**config.mk**
```make
export PLATFORM = sky130hd
export DESIGN_NAME = tmr8_timer
export DESIGN_NICKNAME = d
export VERILOG_FILES = /design/src/tmr8_pkg.sv /design/src/tmr8_timer.sv
export SDC_FILE = /design/constraint.sdc
export NUM_CORES = 1
export LEC_CHECK = 0
export ABC_AREA = 0
export BUFFER_PORTS_ARGS = -buffer_cell sky130_fd_sc_hd__buf_2
export CAP_MARGIN = 20
export CORE_MARGIN = 2
export CORE_UTILIZATION = 35
export DETAILED_ROUTE_END_ITERATION = 7
export PLACE_DENSITY = 0.55
export SETUP_SLACK_MARGIN = 0.5
export SYNTH_ARGS = -nofsm -noshare
export SYNTH_HDL_FRONTEND = slang
export SYNTH_SLANG_ARGS = --single-unit
```
**constraint.sdc**
```tcl
create_clock -name i_ref_clk -period 5.75 [get_ports i_ref_clk]
set_input_delay 1.15 -clock i_ref_clk [delete_from_list [all_inputs] [get_ports i_ref_clk]]
set_output_delay 1.15 -clock i_ref_clk [all_outputs]
set_load 0.02 [all_outputs]
```
**src/tmr8_pkg.sv**
```systemverilog
package tmr8_pkg;

  // ==========================================================================
  // Register indexes: byte address is four times the index.
  // Channel 0 sits one index below channel 1 for each per-channel register; the pair registers hold both channels.
  localparam logic [23:0] IDX_CTRL1 = 24'hffff69;
  localparam logic [23:0] IDX_STAT1 = 24'hffff6b;
  localparam logic [23:0] IDX_CORA1 = 24'hffff6d;
  localparam logic [23:0] IDX_CORB1 = 24'hffff6f;
  localparam logic [23:0] IDX_CNT1  = 24'hffff71;
  localparam logic [23:0] IDX_PCNT  = 24'hffff74;
  localparam logic [23:0] IDX_PCORA = 24'hffff75;
  localparam logic [23:0] IDX_PCORB = 24'hffff76;

  // ==========================================================================
  // Field positions.
  localparam int CTL_IEB = 7;
  localparam int CTL_IEA = 6;
  localparam int CTL_IEO = 5;
  localparam int CTL_CLR = 3;
  localparam int CTL_CKS = 0;
  localparam int STS_MFB = 7;
  localparam int STS_MFA = 6;
  localparam int STS_OVF = 5;
  localparam int STS_ADT = 4;
  localparam int STS_OSB = 2;
  localparam int STS_OSA = 0;

  // ==========================================================================
  // Reset values and the counter's top count.
  localparam logic [7:0] CNT_RST  = 8'h00;
  localparam logic [7:0] COR_RST  = 8'hff;
  localparam logic [7:0] CTRL_RST = 8'h00;
  localparam logic [7:0] STAT_RST = 8'h00;
  localparam logic [7:0] CNT_TOP  = 8'hff;

  // ==========================================================================
  // Field encodings and prescaler rates.
  localparam logic [1:0] CLR_NONE = 2'h0;
  localparam logic [1:0] CLR_A    = 2'h1;
  localparam logic [1:0] CLR_B    = 2'h2;
  localparam logic [1:0] CLR_EXT  = 2'h3;
  localparam logic [2:0] CKS_STOP = 3'h0;
  localparam logic [2:0] CKS_D8   = 3'h1;
  localparam logic [2:0] CKS_D64  = 3'h2;
  localparam logic [2:0] CKS_SLOW = 3'h3;
  localparam logic [1:0] OS_KEEP  = 2'h0;
  localparam logic [1:0] OS_LOW   = 2'h1;
  localparam logic [1:0] OS_HIGH  = 2'h2;
  localparam logic [1:0] OS_TOGG  = 2'h3;
  localparam int         DIV_8    = 8;
  localparam int         DIV_64   = 64;
  localparam int         PRE_W    = 13;

endpackage

```
**src/tmr8_timer.sv**
```systemverilog
// Design decision made here: the Wishbone interface to the registers.
`timescale 1ns/10ps
module tmr8_timer
  import tmr8_pkg::*;
#(
  parameter int P_DIV_SLOW = 8192
)
(
  // Clock and reset
  input  wire logic        i_ref_clk,
  input  wire logic        i_nrst,
  // Wishbone slave
  input  wire logic        i_wb_cyc,
  input  wire logic        i_wb_stb,
  input  wire logic        i_wb_we,
  input  wire logic [31:0] i_wb_adr,
  input  wire logic [3:0]  i_wb_sel,
  input  wire logic [31:0] i_wb_dat,
  output logic      [31:0] o_wb_dat,
  output logic             o_wb_ack,
  // Timer pins, per channel
  input  wire logic [1:0]  i_ext_clr,
  output logic      [1:0]  o_tmr_out,
  output logic      [1:0]  o_conv_start,
  // Interrupt requests, per channel
  output logic      [1:0]  o_irq_ma,
  output logic      [1:0]  o_irq_mb,
  output logic      [1:0]  o_irq_ovf
);

  // ==========================================================================
  // Elaboration check
  if (P_DIV_SLOW < 128 || P_DIV_SLOW > 8192 ||
      (P_DIV_SLOW & (P_DIV_SLOW - 1)) != 0)
  begin : g_bad_div
    $error("P_DIV_SLOW must be a power of two from 128 to 8192");
  end

  localparam logic [PRE_W-1:0] M_D8   = PRE_W'(DIV_8 - 1);
  localparam logic [PRE_W-1:0] M_D64  = PRE_W'(DIV_64 - 1);
  localparam logic [PRE_W-1:0] M_SLOW = PRE_W'(P_DIV_SLOW - 1);

  function automatic logic hit(input logic [31:0] adr,
                               input logic [23:0] i1,
                               input int          g);
    logic [23:0] ix;
    ix  = i1 - 24'h1 + 24'(g);
    hit = adr == {6'h0, ix, 2'h0};
  endfunction

  function automatic logic os_apply(input logic [1:0] os,
                                    input logic       cur);
    case (os)
      OS_LOW:  os_apply = 1'b0;
      OS_HIGH: os_apply = 1'b1;
      OS_TOGG: os_apply = ~cur;
      default: os_apply = cur;
    endcase
  endfunction

  // ==========================================================================
  // Bus slave: one wait state, ack for one cycle, unmapped reads zero.
  logic             ack_reg;
  logic [PRE_W-1:0] pre_reg;
  logic [7:0]       cnt_reg  [2];
  logic [7:0]       cora_reg [2];
  logic [7:0]       corb_reg [2];
  logic [7:0]       ctl_reg  [2];
  logic [7:0]       sts_reg  [2];
  logic [7:0]       rd_ch    [2];
  logic [1:0]       w_cora;
  logic [1:0]       w_stat;
  logic [1:0]       tick;
  logic [1:0]       w_cnt;

  wire  req   = i_wb_cyc & i_wb_stb;
  wire  wfin  = req & i_wb_we & ack_reg;
  wire  rfin  = req & ~i_wb_we & ack_reg;
  wire  p_cnt = i_wb_adr == {6'h0, IDX_PCNT, 2'h0};
  wire  p_ca  = i_wb_adr == {6'h0, IDX_PCORA, 2'h0};
  wire  p_cb  = i_wb_adr == {6'h0, IDX_PCORB, 2'h0};

  wire [15:0] rd_pair =
    p_cnt ? {cnt_reg[0], cnt_reg[1]} :
    p_ca  ? {cora_reg[0], cora_reg[1]} :
    p_cb  ? {corb_reg[0], corb_reg[1]} : 16'h0;
  wire [31:0] rd_all = {16'h0, rd_pair} |
                       {24'h0, rd_ch[0] | rd_ch[1]};

  assign o_wb_ack = ack_reg;

  always_ff @(posedge i_ref_clk)
  begin
    if (!i_nrst)
    begin
      ack_reg  <= 1'b0;
      o_wb_dat <= 32'h0;
    end
    else
    begin
      ack_reg <= req & ~ack_reg;
      if (req && !ack_reg)
        o_wb_dat <= rd_all;
    end
  end

  // ==========================================================================
  // Free-running prescaler shared by both channels.
  always_ff @(posedge i_ref_clk)
  begin
    if (!i_nrst)
      pre_reg <= '0;
    else
      pre_reg <= pre_reg + PRE_W'(1);
  end

  // ==========================================================================
  // Channels
  for (genvar g = 0; g < 2; g++)
  begin : g_ch
    localparam int PB = (1 - g) * 8;
    logic       ext_reg;
    logic       out_reg;
    logic       conv_reg;
    logic [2:0] arm_reg;

    wire [7:0] ctl = ctl_reg[g];
    wire [7:0] sts = sts_reg[g];
    wire [1:0] clr = ctl[CTL_CLR +: 2];
    wire [2:0] cks = ctl[CTL_CKS +: 3];
    wire       psel = i_wb_sel[1 - g];
    wire [7:0] pdat = i_wb_dat[PB +: 8];
    wire       bsel = i_wb_sel[0];
    wire [7:0] bdat = i_wb_dat[7:0];

    wire h_cnt = hit(i_wb_adr, IDX_CNT1, g);
    wire h_ca  = hit(i_wb_adr, IDX_CORA1, g);
    wire h_cb  = hit(i_wb_adr, IDX_CORB1, g);
    wire h_ctl = hit(i_wb_adr, IDX_CTRL1, g);
    wire h_sts = hit(i_wb_adr, IDX_STAT1, g);

    assign w_cnt[g]  = wfin & ((bsel & h_cnt) | (psel & p_cnt));
    assign w_cora[g] = wfin & ((bsel & h_ca) | (psel & p_ca));
    wire   w_corb    = wfin & ((bsel & h_cb) | (psel & p_cb));
    wire   w_ctl     = wfin & bsel & h_ctl;
    assign w_stat[g] = wfin & bsel & h_sts;
    wire [7:0] wd_cnt = h_cnt ? bdat : pdat;
    wire [7:0] wd_ca  = h_ca ? bdat : pdat;
    wire [7:0] wd_cb  = h_cb ? bdat : pdat;

    assign rd_ch[g] = h_cnt ? cnt_reg[g] :
                      h_ca  ? cora_reg[g] :
                      h_cb  ? corb_reg[g] :
                      h_ctl ? ctl : h_sts ? sts : 8'h0;

    assign tick[g] =
      (cks == CKS_D8)   ? (pre_reg & M_D8) == M_D8 :
      (cks == CKS_D64)  ? (pre_reg & M_D64) == M_D64 :
      (cks == CKS_SLOW) ? (pre_reg & M_SLOW) == M_SLOW :
      1'b0;

    wire m_a = tick[g] & (cnt_reg[g] == cora_reg[g]) & ~w_cora[g];
    wire m_b = tick[g] & (cnt_reg[g] == corb_reg[g]) & ~w_corb;
    wire ext_rise = i_ext_clr[g] & ~ext_reg;

    wire clr_now = (clr == CLR_A & m_a) | (clr == CLR_B & m_b) |
                   (clr == CLR_EXT & ext_rise);
    wire ovf_set = tick[g] & (cnt_reg[g] == CNT_TOP) & ~clr_now &
                   ~w_cnt[g];

    wire [7:0] cnt_next =
      w_cnt[g] ? wd_cnt :
      clr_now  ? CNT_RST :
      tick[g]  ? cnt_reg[g] + 8'h1 : cnt_reg[g];

    // clear only after read-as-1; set wins
    wire [2:0] set_v = {m_b, m_a, ovf_set};
    wire [2:0] flg   = sts[STS_OVF +: 3];
    wire [2:0] kill  = {3{w_stat[g]}} & arm_reg & ~bdat[STS_OVF +: 3];
    wire [2:0] flg_next = set_v | (flg & ~kill);
    wire [4:0] low_next = w_stat[g] ? bdat[4:0] : sts[4:0];

    // pin action, A after B so A wins a tie
    wire out_b = m_b ? os_apply(sts[STS_OSB +: 2], out_reg) : out_reg;
    wire out_next = m_a ? os_apply(sts[STS_OSA +: 2], out_b) : out_b;

    always_ff @(posedge i_ref_clk)
    begin
      if (!i_nrst)
      begin
        cnt_reg[g]  <= CNT_RST;
        cora_reg[g] <= COR_RST;
        corb_reg[g] <= COR_RST;
        ctl_reg[g]  <= CTRL_RST;
        sts_reg[g]  <= STAT_RST;
        arm_reg     <= 3'h0;
        ext_reg     <= 1'b0;
        out_reg     <= 1'b0;
        conv_reg    <= 1'b0;
      end
      else
      begin
        cnt_reg[g] <= cnt_next;
        if (w_cora[g])
          cora_reg[g] <= wd_ca;
        if (w_corb)
          corb_reg[g] <= wd_cb;
        if (w_ctl)
          ctl_reg[g] <= bdat;
        sts_reg[g] <= {flg_next, low_next};
        if (rfin && h_sts)
          arm_reg <= o_wb_dat[STS_OVF +: 3];
        else if (w_stat[g])
          arm_reg <= 3'h0;
        ext_reg  <= i_ext_clr[g];
        out_reg  <= out_next;
        conv_reg <= m_a & sts[STS_ADT];
      end
    end

    assign o_tmr_out[g]    = out_reg;
    assign o_conv_start[g] = conv_reg;
    assign o_irq_mb[g]  = sts[STS_MFB] & ctl[CTL_IEB];
    assign o_irq_ma[g]  = sts[STS_MFA] & ctl[CTL_IEA];
    assign o_irq_ovf[g] = sts[STS_OVF] & ctl[CTL_IEO];
  end

  wire [1:0] c1_clr = ctl_reg[1][CTL_CLR +: 2];
  wire [2:0] c1_cks = ctl_reg[1][CTL_CKS +: 3];
  wire [1:0] c1_osa = sts_reg[1][STS_OSA +: 2];
  wire [1:0] c1_osb = sts_reg[1][STS_OSB +: 2];
endmodule

```
==> results_dict.tcl <==
set metrics [dict create \
    final_antenna_net_count 0 \
    rows 53 \
    areaGrowthSynthToFinish_pct 15.0 \
    placed_area_um2 7940 \
    post_drt_wl_per_cell_um 21.4 \
    place.gp.congestion 0.885 \
    syn_avg_cell_area_um2 9.42 \
    drive_gt1_frac 0.206 \
    slew_headroom 0.387 \
    cts_hold_buf 0 \
    layoutNonFillerInstCount 1131 \
    slowest_delay_ns 0.65 \
    cts_resized 0 \
    yosys_warnings 0 \
    synth_area_um2 7480 \
    r2r_slack_ns 2.92 \
    place_worst_setup_slack_ns 1.88 \
    htreeDepth 4 \
    antenna_found_initial 0 \
    final_common_cell "nand2_1" \
    worstReg2RegStart "o_wb_ack$_SDFF_PN0_" \
    drt_pass1_iterations 8 \
    r2r_cells 5 \
    hp-start "pre_reg[0]$_SDFF_PN0_" \
    synth_cells 794 \
    synth_async_sr_flop_share 0 \
    synth_top_family_by_area "simple AND/OR/NAND/NOR gates" \
    synth_xor_area_frac 0.0503 \
    p_leak_nw 3.33 \
    drv_cap 0 \
    required_ns 6.11 \
    status "finished, final reports clean" \
    dp_hpwl_mm 17.5 \
    grt_start_max_net_pins 87 \
    drv_slew 0 \
    hold_depth 1 \
    tritoncts.num_buffers 17 \
    synthAdderAreaFrac 0.00669 \
    ir_worst_vdd_mv 0.200 \
    grtUsageTotal 0.218 \
    drt_iter0_markers 557 \
    routed_wl_mm 24.2 \
    arrival_ns 3.79 \
    worstSkewPairLatency_ns 0.43 \
    synth.distinct_cells 83 \
    cts_tree "built" \
    holdPathEnd "pre_reg[0]$_SDFF_PN0_" \
    cts_setup_buffers 0 \
    via_per_inst 5.79 \
    r2r-end "ctl_reg[0][2]$_SDFFCE_PN0P_" \
    worstPathCellList "buf_2 > and4b_1 > o211ai_1 > nor4_4 > nor4b_2 > o21ai_4 > and3_1 > a2bb2oi_2" \
    final_nets 922 \
    tns_ns 0 \
    diodes 0 \
    clock-root-buffer "clkbuf_16" \
    slowest_stage "and4b_1" \
    die_x_um 150 \
    grt_pass1_vias 6117 \
    start_kind "primary input" \
    start_util 0.356 \
    worst_hold_path_type "flop to flop" \
    route.detailed.drc 0 \
    final_cell_mix "nand2_1 (86), buf_2 (84), dfxtp_1 (74)" \
    port_buffers 83 \
    rsz0062_at_grt "false" \
    setup_violations 0 \
    clock-sinks 122 \
    synthMuxAreaShare 0.0423 \
    grt_pass1_wl_mm 36.6 \
    endpoint_kind "flop" \
    ios 118 \
    setup_slack_ns 2.32 \
    whs_ns 0.469 \
    synth_compound_area_frac 0.180 \
    grt-ovfl-total 0 \
    synth_ff_type "dfxtp_1" \
    clkTransAtPathRegs_ns 0.06 \
    fin_util 0.409 \
    worst_pin_slew_ns 0.913 \
    path_max_fanout 26 \
    fin_skew_ns 0.00689 \
    place_inst 1098 \
    fp.dieH_um 150 \
    synth_edf_count 48 \
    criticalPathCategory "primary input to flop" \
    dieArea_um2 22600 \
    hold_viol 0 \
    power.total_mw 2.24 \
    fmax_ghz 0.291 \
    synth-seq-area-share 0.391 \
    design_area_um2 8600 \
    route.vias.total 6543 \
    period_needed_ns 3.43 \
    synth_seq_cells 122 \
    fin_crit_sh 0.597 \
    p_per_area_nw_per_um2 260 \
    synthSimpleGateAreaFrac 0.271 \
    core_area_um2 21000 \
    cts_buffer_depth 2 \
]
## synthesized netlist by cell type, drive strengths merged, types with 3 or more instances
cell type / count / share of area
o21ai: 33 / 0.024
a41oi: 5 / 0.0069
mux2i: 17 / 0.023
nor4: 17 / 0.025
and4b: 4 / 0.0054
buf: 42 / 0.037
a22o: 8 / 0.0094
o211a: 10 / 0.013
nand4: 16 / 0.016
xnor2: 8 / 0.0094
o221a: 5 / 0.0075
nor2: 29 / 0.015
nor3: 15 / 0.017
a21oi: 31 / 0.021
nor4b: 3 / 0.0072
and3: 6 / 0.0050
a222oi: 8 / 0.011
nor2b: 18 / 0.015
dfxtp: 74 / 0.20
a22oi: 9 / 0.0090
nand4b: 5 / 0.0087
clkbuf: 34 / 0.017
o32a: 3 / 0.0042
a221oi: 8 / 0.0094
mux2: 13 / 0.020
nand3b: 5 / 0.0050
a221o: 14 / 0.019
o211ai: 9 / 0.0090
a21boi: 4 / 0.0040
nand2: 87 / 0.044
inv: 8 / 0.0040
nand2b: 11 / 0.0092
xor2: 35 / 0.041
nand3: 38 / 0.027
ha: 4 / 0.0067
or2: 3 / 0.0025
and4: 10 / 0.012
o22ai: 3 / 0.0025
a31oi: 15 / 0.013
or3: 17 / 0.015
and2: 40 / 0.033
edfxtp: 48 / 0.19
## power by group
group          total (mW)  switching, mW  internal [mW]
Sequential          0.927         0.0143          0.912
Clock                1.17          0.422          0.743
Combinational       0.147         0.0977         0.0497
Total                2.24          0.534           1.71
## worst max-delay path, delay by kind of cell
kind                   cells  cell delay (ns)
buffers and inverters      1             0.55
AND/OR/NAND/NOR            4             1.42
AO/OA/AOI/OAI              3             0.67
## final cells by class
| cell class | instances | area [µm²] |
|---|---|---|
| Inverter | 8 | 30.0 |
| Sequential cell | 122 | 2920 |
| Multi-Input combinational cell | 603 | 4180 |
| Fill cell | 2122 | 12400 |
| Clock buffer | 22 | 528 |
| Timing Repair Buffer | 91 | 473 |
| Tap cell | 275 | 344 |
| Clock inverter | 10 | 124 |
## cell families (layout without fill, tap and decap cells)
kind of cell	Yosys count	in the layout
flops	122	122
other cells	1	16
mux	30	30
buf+inv	84	131
fa+ha+maj	4	4
xor+xnor	43	43
simple gates	331	331
compound gates	179	179
## how the worst max path moves through the flow
stage                 startpoint                          end  slack, ns  cells after the start
floorplan           i_wb_adr[27]  ctl_reg[1][0]$_SDFFCE_PN0P_       2.48                      6
global placement    i_wb_adr[27]  ctl_reg[1][7]$_SDFFCE_PN0P_       1.91                      6
detailed placement  i_wb_adr[27]  ctl_reg[1][2]$_SDFFCE_PN0P_       1.88                      6
CTS                 i_wb_adr[27]  ctl_reg[1][7]$_SDFFCE_PN0P_       2.32                      6
global route         i_wb_adr[4]   cnt_reg[0][7]$_SDFFE_PN0P_       2.25                      8
finish               i_wb_adr[4]   cnt_reg[1][4]$_SDFFE_PN0P_       2.32                      8
## routing by layer
metal / track usage / vias to the layer above / share of wire
met5: 0 / - / 0
met4: 0.0717 / 0 / 0.022
met3: 0.0379 / 39 / 0.086
met2: 0.321 / 306 / 0.43
met1: 0.323 / 3157 / 0.46
li1: - / 3041 / -
Note: power is estimated with default switching activity, not from simulation.
